[src/verilog/adcr_pkg.sv]
/*
 * Shared constants for the conversion-result read-out port: pin sync
 * positions, widths, oversampling codes, conversion timing and states.
 * Assumes a single 125 MHz system clock inside the device.
 */
package adcr_pkg;
    // ------------------------------------------------------------
    // widths
    // ------------------------------------------------------------
    localparam int NUM_CH = 8;
    localparam int CH_W = 16;
    localparam int BYTE_W = 8;
    localparam int CH_IDX_W = 3;
    localparam int OS_W = 3;
    localparam int ACC_W = 22;
    localparam int BYTE_IDX_W = 4;
    localparam int SER_POS_W = 7;
    localparam int CNT_W = 16;

    // ------------------------------------------------------------
    // positions in the synchronised pin vector
    // ------------------------------------------------------------
    localparam int PIN_W = 11;
    localparam int PIN_CS_N = 0;
    localparam int PIN_RD_N = 1;
    localparam int PIN_SCLK = 2;
    localparam int PIN_CSTA = 3;
    localparam int PIN_CSTB = 4;
    localparam int PIN_ISEL = 5;
    localparam int PIN_BSEL = 6;
    localparam int PIN_HBF = 7;
    localparam int PIN_OS_LO = 8;

    // ------------------------------------------------------------
    // oversampling and timing
    // ------------------------------------------------------------
    localparam logic [OS_W-1:0] OS_MAX_SHIFT = 3'h6;
    localparam logic [OS_W-1:0] OS_RESET = 3'h0;
    localparam logic [3:0] BIT_LAST = 4'hF;
    localparam int CONV_TIME_NS = 4000;
    localparam int CLK_PERIOD_NS = 8;
    // longest time per pass, rounded down
    localparam int PASS_CYCLES = CONV_TIME_NS / CLK_PERIOD_NS;

    typedef enum logic {
        ST_IDLE,
        ST_CONV
    } adcr_state_t;
endpackage : adcr_pkg

[src/verilog/adcr_readout.sv]
/*
 * Read-out logic of an eight-channel 16-bit simultaneous-sampling converter:
 * conversion busy timing with oversampling average, byte-wide and serial
 * result read-out paced by host strobes.
 * Assumes host pins are asynchronous and much slower than i_clk, and that
 * the converter core delivers raw samples on i_raw_* in the i_clk domain.
 */
`timescale 1ns/1ps

// Summary of operation
// - interface select high and byte select high choose byte-wide read-out
// - byte mode sends every 16-bit result as two 8-bit transfers
// - high_byte_first high sends the upper byte first, low the lower first
// - select fall enables the byte lane; each read fall gives next byte
// - byte mode flag rises on first read fall, drops on the third
// - interface select high with byte select low chooses serial read-out
// - select high in serial mode floats outputs and ignores serial clock
// - select fall shows the MSB; rising clocks shift out the other 15 bits
// - sixteen clocks per channel, ascending; framing per frame or channel
// - line A carries channels 1-4 then 5-8, line B 5-8 then 1-4
// - serial flag high from select fall with channel 1 until 16th fall
// - flag also marks channel 5 shifted out on line B
// - reads while busy return the previous conversion results
// - oversampling select is captured when busy falls, used next time
// - busy lasts longer as the oversampling ratio grows
// - with oversampling active results pass an averaging filter
// - busy fall loads all eight results into the output registers
// - after both start rising edges busy rises and holds for conversion
module adcr_readout #(
    parameter int P_PASS_CYCLES = adcr_pkg::PASS_CYCLES
) (
    // clock and reset
    input wire logic i_clk,
    input wire logic i_rst_n,
    // host control pins
    input wire logic i_cs_n,
    input wire logic i_rd_n,
    input wire logic i_sclk,
    input wire logic i_convert_start_a,
    input wire logic i_convert_start_b,
    input wire logic i_interface_select,
    input wire logic i_byte_select,
    input wire logic i_high_byte_first,
    input wire logic [adcr_pkg::OS_W-1:0] i_oversampling_ratio_select,
    // raw samples from the converter core
    input wire logic i_raw_valid,
    input wire logic [adcr_pkg::CH_IDX_W-1:0] i_raw_chan,
    input wire logic [adcr_pkg::CH_W-1:0] i_raw_data,
    // core pacing
    output logic o_pass_start,
    // host status pins
    output logic o_busy,
    output logic o_first_channel_flag,
    output logic o_first_channel_flag_oe_n,
    // byte lane
    output logic [adcr_pkg::BYTE_W-1:0] o_byte_lane,
    output logic o_byte_lane_oe_n,
    // serial lines
    output logic o_serial_out_a,
    output logic o_serial_out_b,
    output logic o_serial_oe_n
);
    // ------------------------------------------------------------
    // pin synchronisers
    // ------------------------------------------------------------
    logic [adcr_pkg::PIN_W-1:0] pin_raw;
    logic [adcr_pkg::PIN_W-1:0] sync1_ff;
    logic [adcr_pkg::PIN_W-1:0] sync2_ff;
    logic [adcr_pkg::PIN_W-1:0] prev_ff;

    assign pin_raw = {i_oversampling_ratio_select, i_high_byte_first, i_byte_select,
                      i_interface_select, i_convert_start_b, i_convert_start_a,
                      i_sclk, i_rd_n, i_cs_n};

    always_ff @(posedge i_clk or negedge i_rst_n) begin
        if (!i_rst_n) begin
            sync1_ff <= 11'h7;
            sync2_ff <= 11'h7;
            prev_ff <= 11'h7;
        end else begin
            sync1_ff <= pin_raw;
            sync2_ff <= sync1_ff;
            prev_ff <= sync2_ff;
        end
    end

    logic cs_low;
    logic cs_fall;
    logic rd_fall;
    logic sclk_rise;
    logic sclk_fall;
    logic csta_rise;
    logic cstb_rise;
    logic byte_mode;
    logic ser_mode;
    logic hbf;
    logic [adcr_pkg::OS_W-1:0] os_sync;

    assign cs_low = !sync2_ff[adcr_pkg::PIN_CS_N];
    assign cs_fall = cs_low && prev_ff[adcr_pkg::PIN_CS_N];
    // strobes only count while selected
    assign rd_fall = cs_low && prev_ff[adcr_pkg::PIN_RD_N]
                     && !sync2_ff[adcr_pkg::PIN_RD_N];
    assign sclk_rise = cs_low && !prev_ff[adcr_pkg::PIN_SCLK]
                       && sync2_ff[adcr_pkg::PIN_SCLK];
    assign sclk_fall = cs_low && prev_ff[adcr_pkg::PIN_SCLK]
                       && !sync2_ff[adcr_pkg::PIN_SCLK];
    assign csta_rise = sync2_ff[adcr_pkg::PIN_CSTA] && !prev_ff[adcr_pkg::PIN_CSTA];
    assign cstb_rise = sync2_ff[adcr_pkg::PIN_CSTB] && !prev_ff[adcr_pkg::PIN_CSTB];
    assign byte_mode = sync2_ff[adcr_pkg::PIN_ISEL] && sync2_ff[adcr_pkg::PIN_BSEL];
    assign ser_mode = sync2_ff[adcr_pkg::PIN_ISEL] && !sync2_ff[adcr_pkg::PIN_BSEL];
    assign hbf = sync2_ff[adcr_pkg::PIN_HBF];
    assign os_sync = sync2_ff[adcr_pkg::PIN_OS_LO +: adcr_pkg::OS_W];

    // ------------------------------------------------------------
    // conversion timing
    // ------------------------------------------------------------
    adcr_pkg::adcr_state_t state_ff;
    logic arm_a_ff;
    logic arm_b_ff;
    logic [adcr_pkg::OS_W-1:0] shift_ff;
    logic [adcr_pkg::CNT_W-1:0] cnt_ff;
    logic [adcr_pkg::CNT_W-1:0] pass_left_ff;
    logic start;
    logic end_conv;
    logic pass_done;

    // both starts must have risen; with oversampling the host ties them
    assign start = (state_ff == adcr_pkg::ST_IDLE) && (arm_a_ff || csta_rise)
                   && (arm_b_ff || cstb_rise);
    assign pass_done = (state_ff == adcr_pkg::ST_CONV) && (cnt_ff == '0);
    assign end_conv = pass_done && (pass_left_ff == '0);
    assign o_busy = (state_ff == adcr_pkg::ST_CONV);

    always_ff @(posedge i_clk or negedge i_rst_n) begin
        if (!i_rst_n) begin
            arm_a_ff <= 1'b0;
            arm_b_ff <= 1'b0;
        end else if (start) begin
            arm_a_ff <= 1'b0;
            arm_b_ff <= 1'b0;
        end else if (state_ff == adcr_pkg::ST_IDLE) begin
            arm_a_ff <= arm_a_ff || csta_rise;
            arm_b_ff <= arm_b_ff || cstb_rise;
        end
    end

    always_ff @(posedge i_clk or negedge i_rst_n) begin
        if (!i_rst_n) begin
            state_ff <= adcr_pkg::ST_IDLE;
            cnt_ff <= '0;
            pass_left_ff <= '0;
        end else begin
            case (state_ff)
                adcr_pkg::ST_IDLE: begin
                    if (start) begin
                        state_ff <= adcr_pkg::ST_CONV;
                        cnt_ff <= adcr_pkg::CNT_W'(P_PASS_CYCLES - 1);
                        // one pass per oversample: busy grows with ratio
                        pass_left_ff <= (16'h1 << shift_ff) - 16'h1;
                    end
                end
                default: begin
                    if (end_conv) begin
                        state_ff <= adcr_pkg::ST_IDLE;
                    end else if (pass_done) begin
                        cnt_ff <= adcr_pkg::CNT_W'(P_PASS_CYCLES - 1);
                        pass_left_ff <= pass_left_ff - 16'h1;
                    end else begin
                        cnt_ff <= cnt_ff - 16'h1;
                    end
                end
            endcase
        end
    end

    always_ff @(posedge i_clk or negedge i_rst_n) begin
        if (!i_rst_n) begin
            o_pass_start <= 1'b0;
        end else begin
            o_pass_start <= start || (pass_done && !end_conv);
        end
    end

    // ratio for the next conversion; reserved code means no averaging
    always_ff @(posedge i_clk or negedge i_rst_n) begin
        if (!i_rst_n) begin
            shift_ff <= adcr_pkg::OS_RESET;
        end else if (end_conv) begin
            shift_ff <= (os_sync > adcr_pkg::OS_MAX_SHIFT) ? adcr_pkg::OS_RESET
                                                           : os_sync;
        end
    end

    // ------------------------------------------------------------
    // averaging filter and output data registers
    // ------------------------------------------------------------
    logic [adcr_pkg::CH_W-1:0] res_ff [adcr_pkg::NUM_CH];

    for (genvar g = 0; g < adcr_pkg::NUM_CH; g++) begin : g_ch
        logic signed [adcr_pkg::ACC_W-1:0] acc_ff;
        logic signed [adcr_pkg::ACC_W-1:0] avg;

        assign avg = acc_ff >>> shift_ff;

        always_ff @(posedge i_clk or negedge i_rst_n) begin
            if (!i_rst_n) begin
                acc_ff <= '0;
            end else if (start) begin
                acc_ff <= '0;
            end else if (o_busy && i_raw_valid && i_raw_chan == g) begin
                acc_ff <= acc_ff + adcr_pkg::ACC_W'($signed(i_raw_data));
            end
        end

        // only busy fall updates: reads during busy see the previous set
        always_ff @(posedge i_clk or negedge i_rst_n) begin
            if (!i_rst_n) begin
                res_ff[g] <= '0;
            end else if (end_conv) begin
                res_ff[g] <= avg[adcr_pkg::CH_W-1:0];
            end
        end
    end

    // ------------------------------------------------------------
    // byte-wide read-out
    // ------------------------------------------------------------
    logic [adcr_pkg::BYTE_IDX_W-1:0] byte_idx_ff;
    logic [adcr_pkg::CH_W-1:0] byte_word;
    logic msb_sel;

    assign byte_word = res_ff[byte_idx_ff[adcr_pkg::BYTE_IDX_W-1:1]];
    assign msb_sel = byte_idx_ff[0] ^ hbf;

    // a read racing busy fall loses to the update; host keeps clear
    always_ff @(posedge i_clk or negedge i_rst_n) begin
        if (!i_rst_n) begin
            byte_idx_ff <= '0;
        end else if (end_conv) begin
            byte_idx_ff <= '0;
        end else if (byte_mode && rd_fall) begin
            // wraps after sixteen strobes, ascending channels
            byte_idx_ff <= byte_idx_ff + 4'h1;
        end
    end

    always_ff @(posedge i_clk or negedge i_rst_n) begin
        if (!i_rst_n) begin
            o_byte_lane <= '0;
        end else if (byte_mode && rd_fall) begin
            o_byte_lane <= msb_sel ? byte_word[15:8] : byte_word[7:0];
        end
    end

    always_ff @(posedge i_clk or negedge i_rst_n) begin
        if (!i_rst_n) begin
            o_byte_lane_oe_n <= 1'b1;
        end else begin
            o_byte_lane_oe_n <= !(cs_low && byte_mode);
        end
    end

    // ------------------------------------------------------------
    // serial read-out
    // ------------------------------------------------------------
    logic [adcr_pkg::SER_POS_W-1:0] pos_ff;
    logic [adcr_pkg::SER_POS_W-1:0] nxt_pos;
    logic [adcr_pkg::CH_W-1:0] word_a;
    logic [adcr_pkg::CH_W-1:0] word_b;

    assign nxt_pos = sclk_rise ? pos_ff + 7'h1 : pos_ff;
    assign word_a = res_ff[nxt_pos[6:4]];
    assign word_b = res_ff[{!nxt_pos[6], nxt_pos[5:4]}];

    always_ff @(posedge i_clk or negedge i_rst_n) begin
        if (!i_rst_n) begin
            pos_ff <= '0;
        end else if (end_conv) begin
            pos_ff <= '0;
        end else if (ser_mode) begin
            pos_ff <= nxt_pos;
        end
    end

    always_ff @(posedge i_clk or negedge i_rst_n) begin
        if (!i_rst_n) begin
            o_serial_out_a <= 1'b0;
            o_serial_out_b <= 1'b0;
        end else if (ser_mode && (cs_fall || sclk_rise)) begin
            // msb first: bit index is the complement of the count
            o_serial_out_a <= word_a[~nxt_pos[3:0]];
            o_serial_out_b <= word_b[~nxt_pos[3:0]];
        end
    end

    always_ff @(posedge i_clk or negedge i_rst_n) begin
        if (!i_rst_n) begin
            o_serial_oe_n <= 1'b1;
        end else begin
            o_serial_oe_n <= !(cs_low && ser_mode);
        end
    end

    // ------------------------------------------------------------
    // first channel flag
    // ------------------------------------------------------------
    always_ff @(posedge i_clk or negedge i_rst_n) begin
        if (!i_rst_n) begin
            o_first_channel_flag <= 1'b0;
        end else if (!cs_low) begin
            o_first_channel_flag <= 1'b0;
        end else if (cs_fall) begin
            // line B carries channel 5 in the same slot
            o_first_channel_flag <= ser_mode && (pos_ff[6:4] == 3'h0);
        end else if (byte_mode && rd_fall) begin
            o_first_channel_flag <= (byte_idx_ff < 4'h2);
        end else if (ser_mode && sclk_fall && pos_ff[3:0] == adcr_pkg::BIT_LAST) begin
            o_first_channel_flag <= 1'b0;
        end
    end

    always_ff @(posedge i_clk or negedge i_rst_n) begin
        if (!i_rst_n) begin
            o_first_channel_flag_oe_n <= 1'b1;
        end else begin
            o_first_channel_flag_oe_n <= !(cs_low && (byte_mode || ser_mode));
        end
    end

    logic [adcr_pkg::CNT_W-1:0] blen_ff;
    logic [adcr_pkg::CNT_W-1:0] blen_exp;

    assign blen_exp = adcr_pkg::CNT_W'(P_PASS_CYCLES) << shift_ff;

    always_ff @(posedge i_clk or negedge i_rst_n) begin
        if (!i_rst_n) begin
            blen_ff <= '0;
        end else if (start) begin
            blen_ff <= '0;
        end else if (o_busy) begin
            blen_ff <= blen_ff + 16'h1;
        end
    end
endmodule : adcr_readout

[config.mk]
export PLATFORM = sky130hd
export DESIGN_NAME = adcr_readout
export DESIGN_NICKNAME = d
export VERILOG_FILES = /design/src/verilog/adcr_pkg.sv /design/src/verilog/adcr_readout.sv
export SDC_FILE = /design/constraint.sdc
export NUM_CORES = 1
export LEC_CHECK = 0
export ABC_CLOCK_PERIOD_IN_PS = 3300
export BUFFER_PORTS_ARGS = -buffer_cell sky130_fd_sc_hd__buf_2
export CAP_MARGIN = 10
export CORE_MARGIN = 3
export CORE_UTILIZATION = 35
export CTS_BUF_LIST = sky130_fd_sc_hd__clkbuf_2 sky130_fd_sc_hd__clkbuf_4 sky130_fd_sc_hd__clkbuf_8
export DETAILED_ROUTE_END_ITERATION = 16
export PLACE_DENSITY = 0.57
export SLEW_MARGIN = 15
export SYNTH_ARGS = -nofsm -noshare
export SYNTH_HDL_FRONTEND = slang
export SYNTH_SLANG_ARGS = --single-unit
[constraint.sdc]
create_clock -name i_clk -period 3.3 [get_ports i_clk]
set_input_delay 0.33 -clock i_clk [delete_from_list [all_inputs] [get_ports i_clk]]
set_output_delay 0.33 -clock i_clk [all_outputs]
set_load 0.02 [all_outputs]
==> results.toml <==
[timing]
skew_ns = 0.03625
setup_ws_ns = 0.2066
tightest_slew_ns = 0.9667
finalHoldViolations = 0
period_needed_ns = 3.093
max_freq_mhz = 323.3
setup_tns_ns = 0
finalCritPeriodShare_pct = 93.74
max_slew_margin_pct = 35.55
hold_ws_ns = 0.1433
slew_viol_final = 0
final-setup-viol-count = 0

[routing]
dr_wl_met3_um = 5283
drc_errors = 0
routed_wire_length_per_instance_um = 20.50
firstDrtPassIters = 6
top_layer = "met4"
route.antenna.remaining_nets = 0
drt-total-wl_um = 90340
via_count = 24790
wl_met1_um = 42940
via_per_inst = 5.625
drt_iter0_drc = 1875
wl_met2_um = 39870

[setup_path]
path_class = "reg2reg"
r2r_start = "g_ch[4].acc_ff[0]"
cp_max_fo = 3
worstSetupEndpointType = "flop"
path_buf_inv = 1
cp.arrival_ns = 3.68
crit_chain = "ha_1, fa_1, a21oi_1, o21ai_1, a2111oi_2, buf_4, nor3_1, o31ai_1, a21oi_1, o21a_1, o21a_1, o31ai_1"
crit_required_ns = 3.88
cp_slowest_cell = "dfrtp_1"
cp-start-kind = "flop"
cpPeakStageDelay_ns = 0.40
cp-startpoint = "g_ch[4].acc_ff[0]"
crit_family = "compound AO/OA/AOI/OAI gates"

[clock_network]
cts_sinks = 395
htree_levels = 3
cts_root_buf = "clkbuf_8"
cts_buffers = 80
path_clk_slew_ns = 0.06
clk_latency_ns = 0.69
cts_max_path_buffers = 3
post-cts-setup-buffers = 0
cts_tree = "built"

[final_layout]
area_growth_pct = 13.93
instances_no_fill = 4406
fill_cells = 8322
fin_util_pct = 40.52
drive_gt1_share_pct = 15.84
layout.nets = 3427

[run]
maxCapViolations = 0

[pwr]
p_per_area_nw_per_um2 = 762.1
p_leak_nw = 14.47
ir_drop_mv = 0.2746

[global_route]
grt_util_all_layers_pct = 20.15
grt_pass1_wl_um = 142100
antenna_found_initial = 4
grt_max_degree = 154
grt-ovfl-total = 0
grt_pass1_vias = 24000

[logic_synthesis]
synth_seq_area_share_pct = 33.10
synth_top_area_share_pct = 32.05
syn-num-nets = 3352
syn_inst = 3138
synth-edff-count = 0
synth_seq_cells = 395
synth_area_um2 = 29910
synth_ff_type = "dfrtp_1"
ys_types = 77
yosysMostFrequentCell = "dfrtp_1"
yosys_warnings = 0
netlist_top_cells_area = "dfrtp_1 (32%), mux4_2 (10%), mux2i_1 (8.3%)"
syn_area_per_cell_um2 = 9.531
yosysTopAreaCell = "dfrtp_1"
synth_common_cells = "dfrtp_1 (383), o21ai_0 (348), nand2_1 (308)"
async_reset_ff_share_pct = 100.0

[min_path]
hold_class = "in2reg"
hp-start = "i_raw_chan[0]"

[floorplan]
initial_core_util_pct = 35.57
core_area_um2 = 84090
fp-row-count = 106
io_pins = 49
die_width_um = 298.3
die_h_um = 298.3
die-area_um2 = 88990

[place]
place_ws_ns = -0.002051
io_buffer_count = 48
gp_congestion = 0.9053
dp_hpwl_um = 64820
dp_cells = 4253

[status]
outcome = "complete, no violations"
## cell type report
cell class	count	area, um^2	share of cell area, %
Multi-Input combinational cell	2505	19170	56.27
Sequential cell	395	9912	29.09
Timing Repair Buffer	175	1538	4.513
Clock buffer	118	1499	4.399
Tap cell	1134	1419	4.164
Clock inverter	22	316.6	0.9290
Inverter	56	215.2	0.6316
Antenna cell	1	2.502	0.007344
## metal layers
metal | up-vias | track usage (%)
met1 | 12170 | 29.24
met4 | 0 | 5.362
met5 | - | 0
met3 | 128 | 3.308
li1 | 11870 | -
met2 | 626 | 31.10
## tightest hold or removal path: cells and delay by family
family	cells	cell delay [ns]
buffers and inverters	2	0.27
and+or+nand+nor	2	0.12
AOI/OAI and AO/OA	1	0.06
## state kept, by name, summed over array words and instances, names as in the netlist, 7 cells and up
| register | cells |
|---|---|
| g_ch.acc_ff | 176 |
| sync1_ff | 11 |
| o_byte_lane | 8 |
| sync2_ff | 11 |
| res_ff | 128 |
| pass_left_ff | 16 |
| cnt_ff | 16 |
| pos_ff | 7 |
## path summary, 6_finish.rpt
kind | end | slack (ns) | depth (start not counted)
min in group asynchronous | g_ch[0].acc_ff[21] | 0.30 | 2
max | g_ch[4].acc_ff[14] | 0.21 | 12
min reg2reg | sync2_ff[10] | 0.35 | 0
max reg2reg | g_ch[4].acc_ff[14] | 0.21 | 12
max in group asynchronous | g_ch[5].acc_ff[9] | 2.13 | 3
min | g_ch[0].acc_ff[0] | 0.14 | 5
## placed cells by master, fill, tap and decap left out, types with 12 or more instances in the layout
cell           instances
a21oi_1              185
o211ai_1              19
or2_2                 13
mux2i_1              249
and3_1                20
nand4_1               13
ha_1                 173
nor3_1                53
dfstp_2               12
clkbuf_4              20
a211oi_1              66
nor2b_1               72
a211o_1               18
dfrtp_1              379
a31oi_1               26
buf_2                 47
dlygate4sd3_1         12
o31ai_1               14
clkbuf_8              98
buf_12                24
xor2_1                85
o21bai_1              35
nor2_1               128
a21o_1                56
and2_1                23
nand2b_1              24
buf_4                 90
or3_1                 15
o21ai_0              347
nand2_1              308
mux4_2               138
nand3_1              183
xnor2_1               81
inv_1                 53
## power breakdown
| part | leakage (nW) | switching [mW] | internal [mW] | total [mW] |
|---|---|---|---|---|
| sequential | 5.16 | 1.67 | 6.02 | 7.69 |
| clock | 0.961 | 2.42 | 3.41 | 5.84 |
| combinational | 8.35 | 6.68 | 5.76 | 12.4 |
## cells by family after synthesis
family,after synthesis,share of synthesized area (%)
adders and majority gates,181,7.773
and+or+nand+nor,893,14.33
muxes,399,19.19
buffers and inverters,238,3.125
DFF,395,33.10
AOI/OAI and AO/OA,862,17.45
xor gates and xnor gates,170,5.029
## stage by stage
| stage | total power [mW] | area [um^2] |
|---|---|---|
| after floorplan | 16.64 | 29910 |
| after global placement | 19.97 | 32120 |
| after detailed placement | 20.09 | 32120 |
| after CTS | 26.10 | 34050 |
| after global routing | 28.08 | 34070 |
| final | 25.97 | 34070 |
## repair_timing
action	in CTS	in global routing
endpoints found under the hold margin	94	0
hold buffers	12	0
setup endpoints to repair	0	7
resized for setup	0	9
Power figures use the tool's default switching activity.
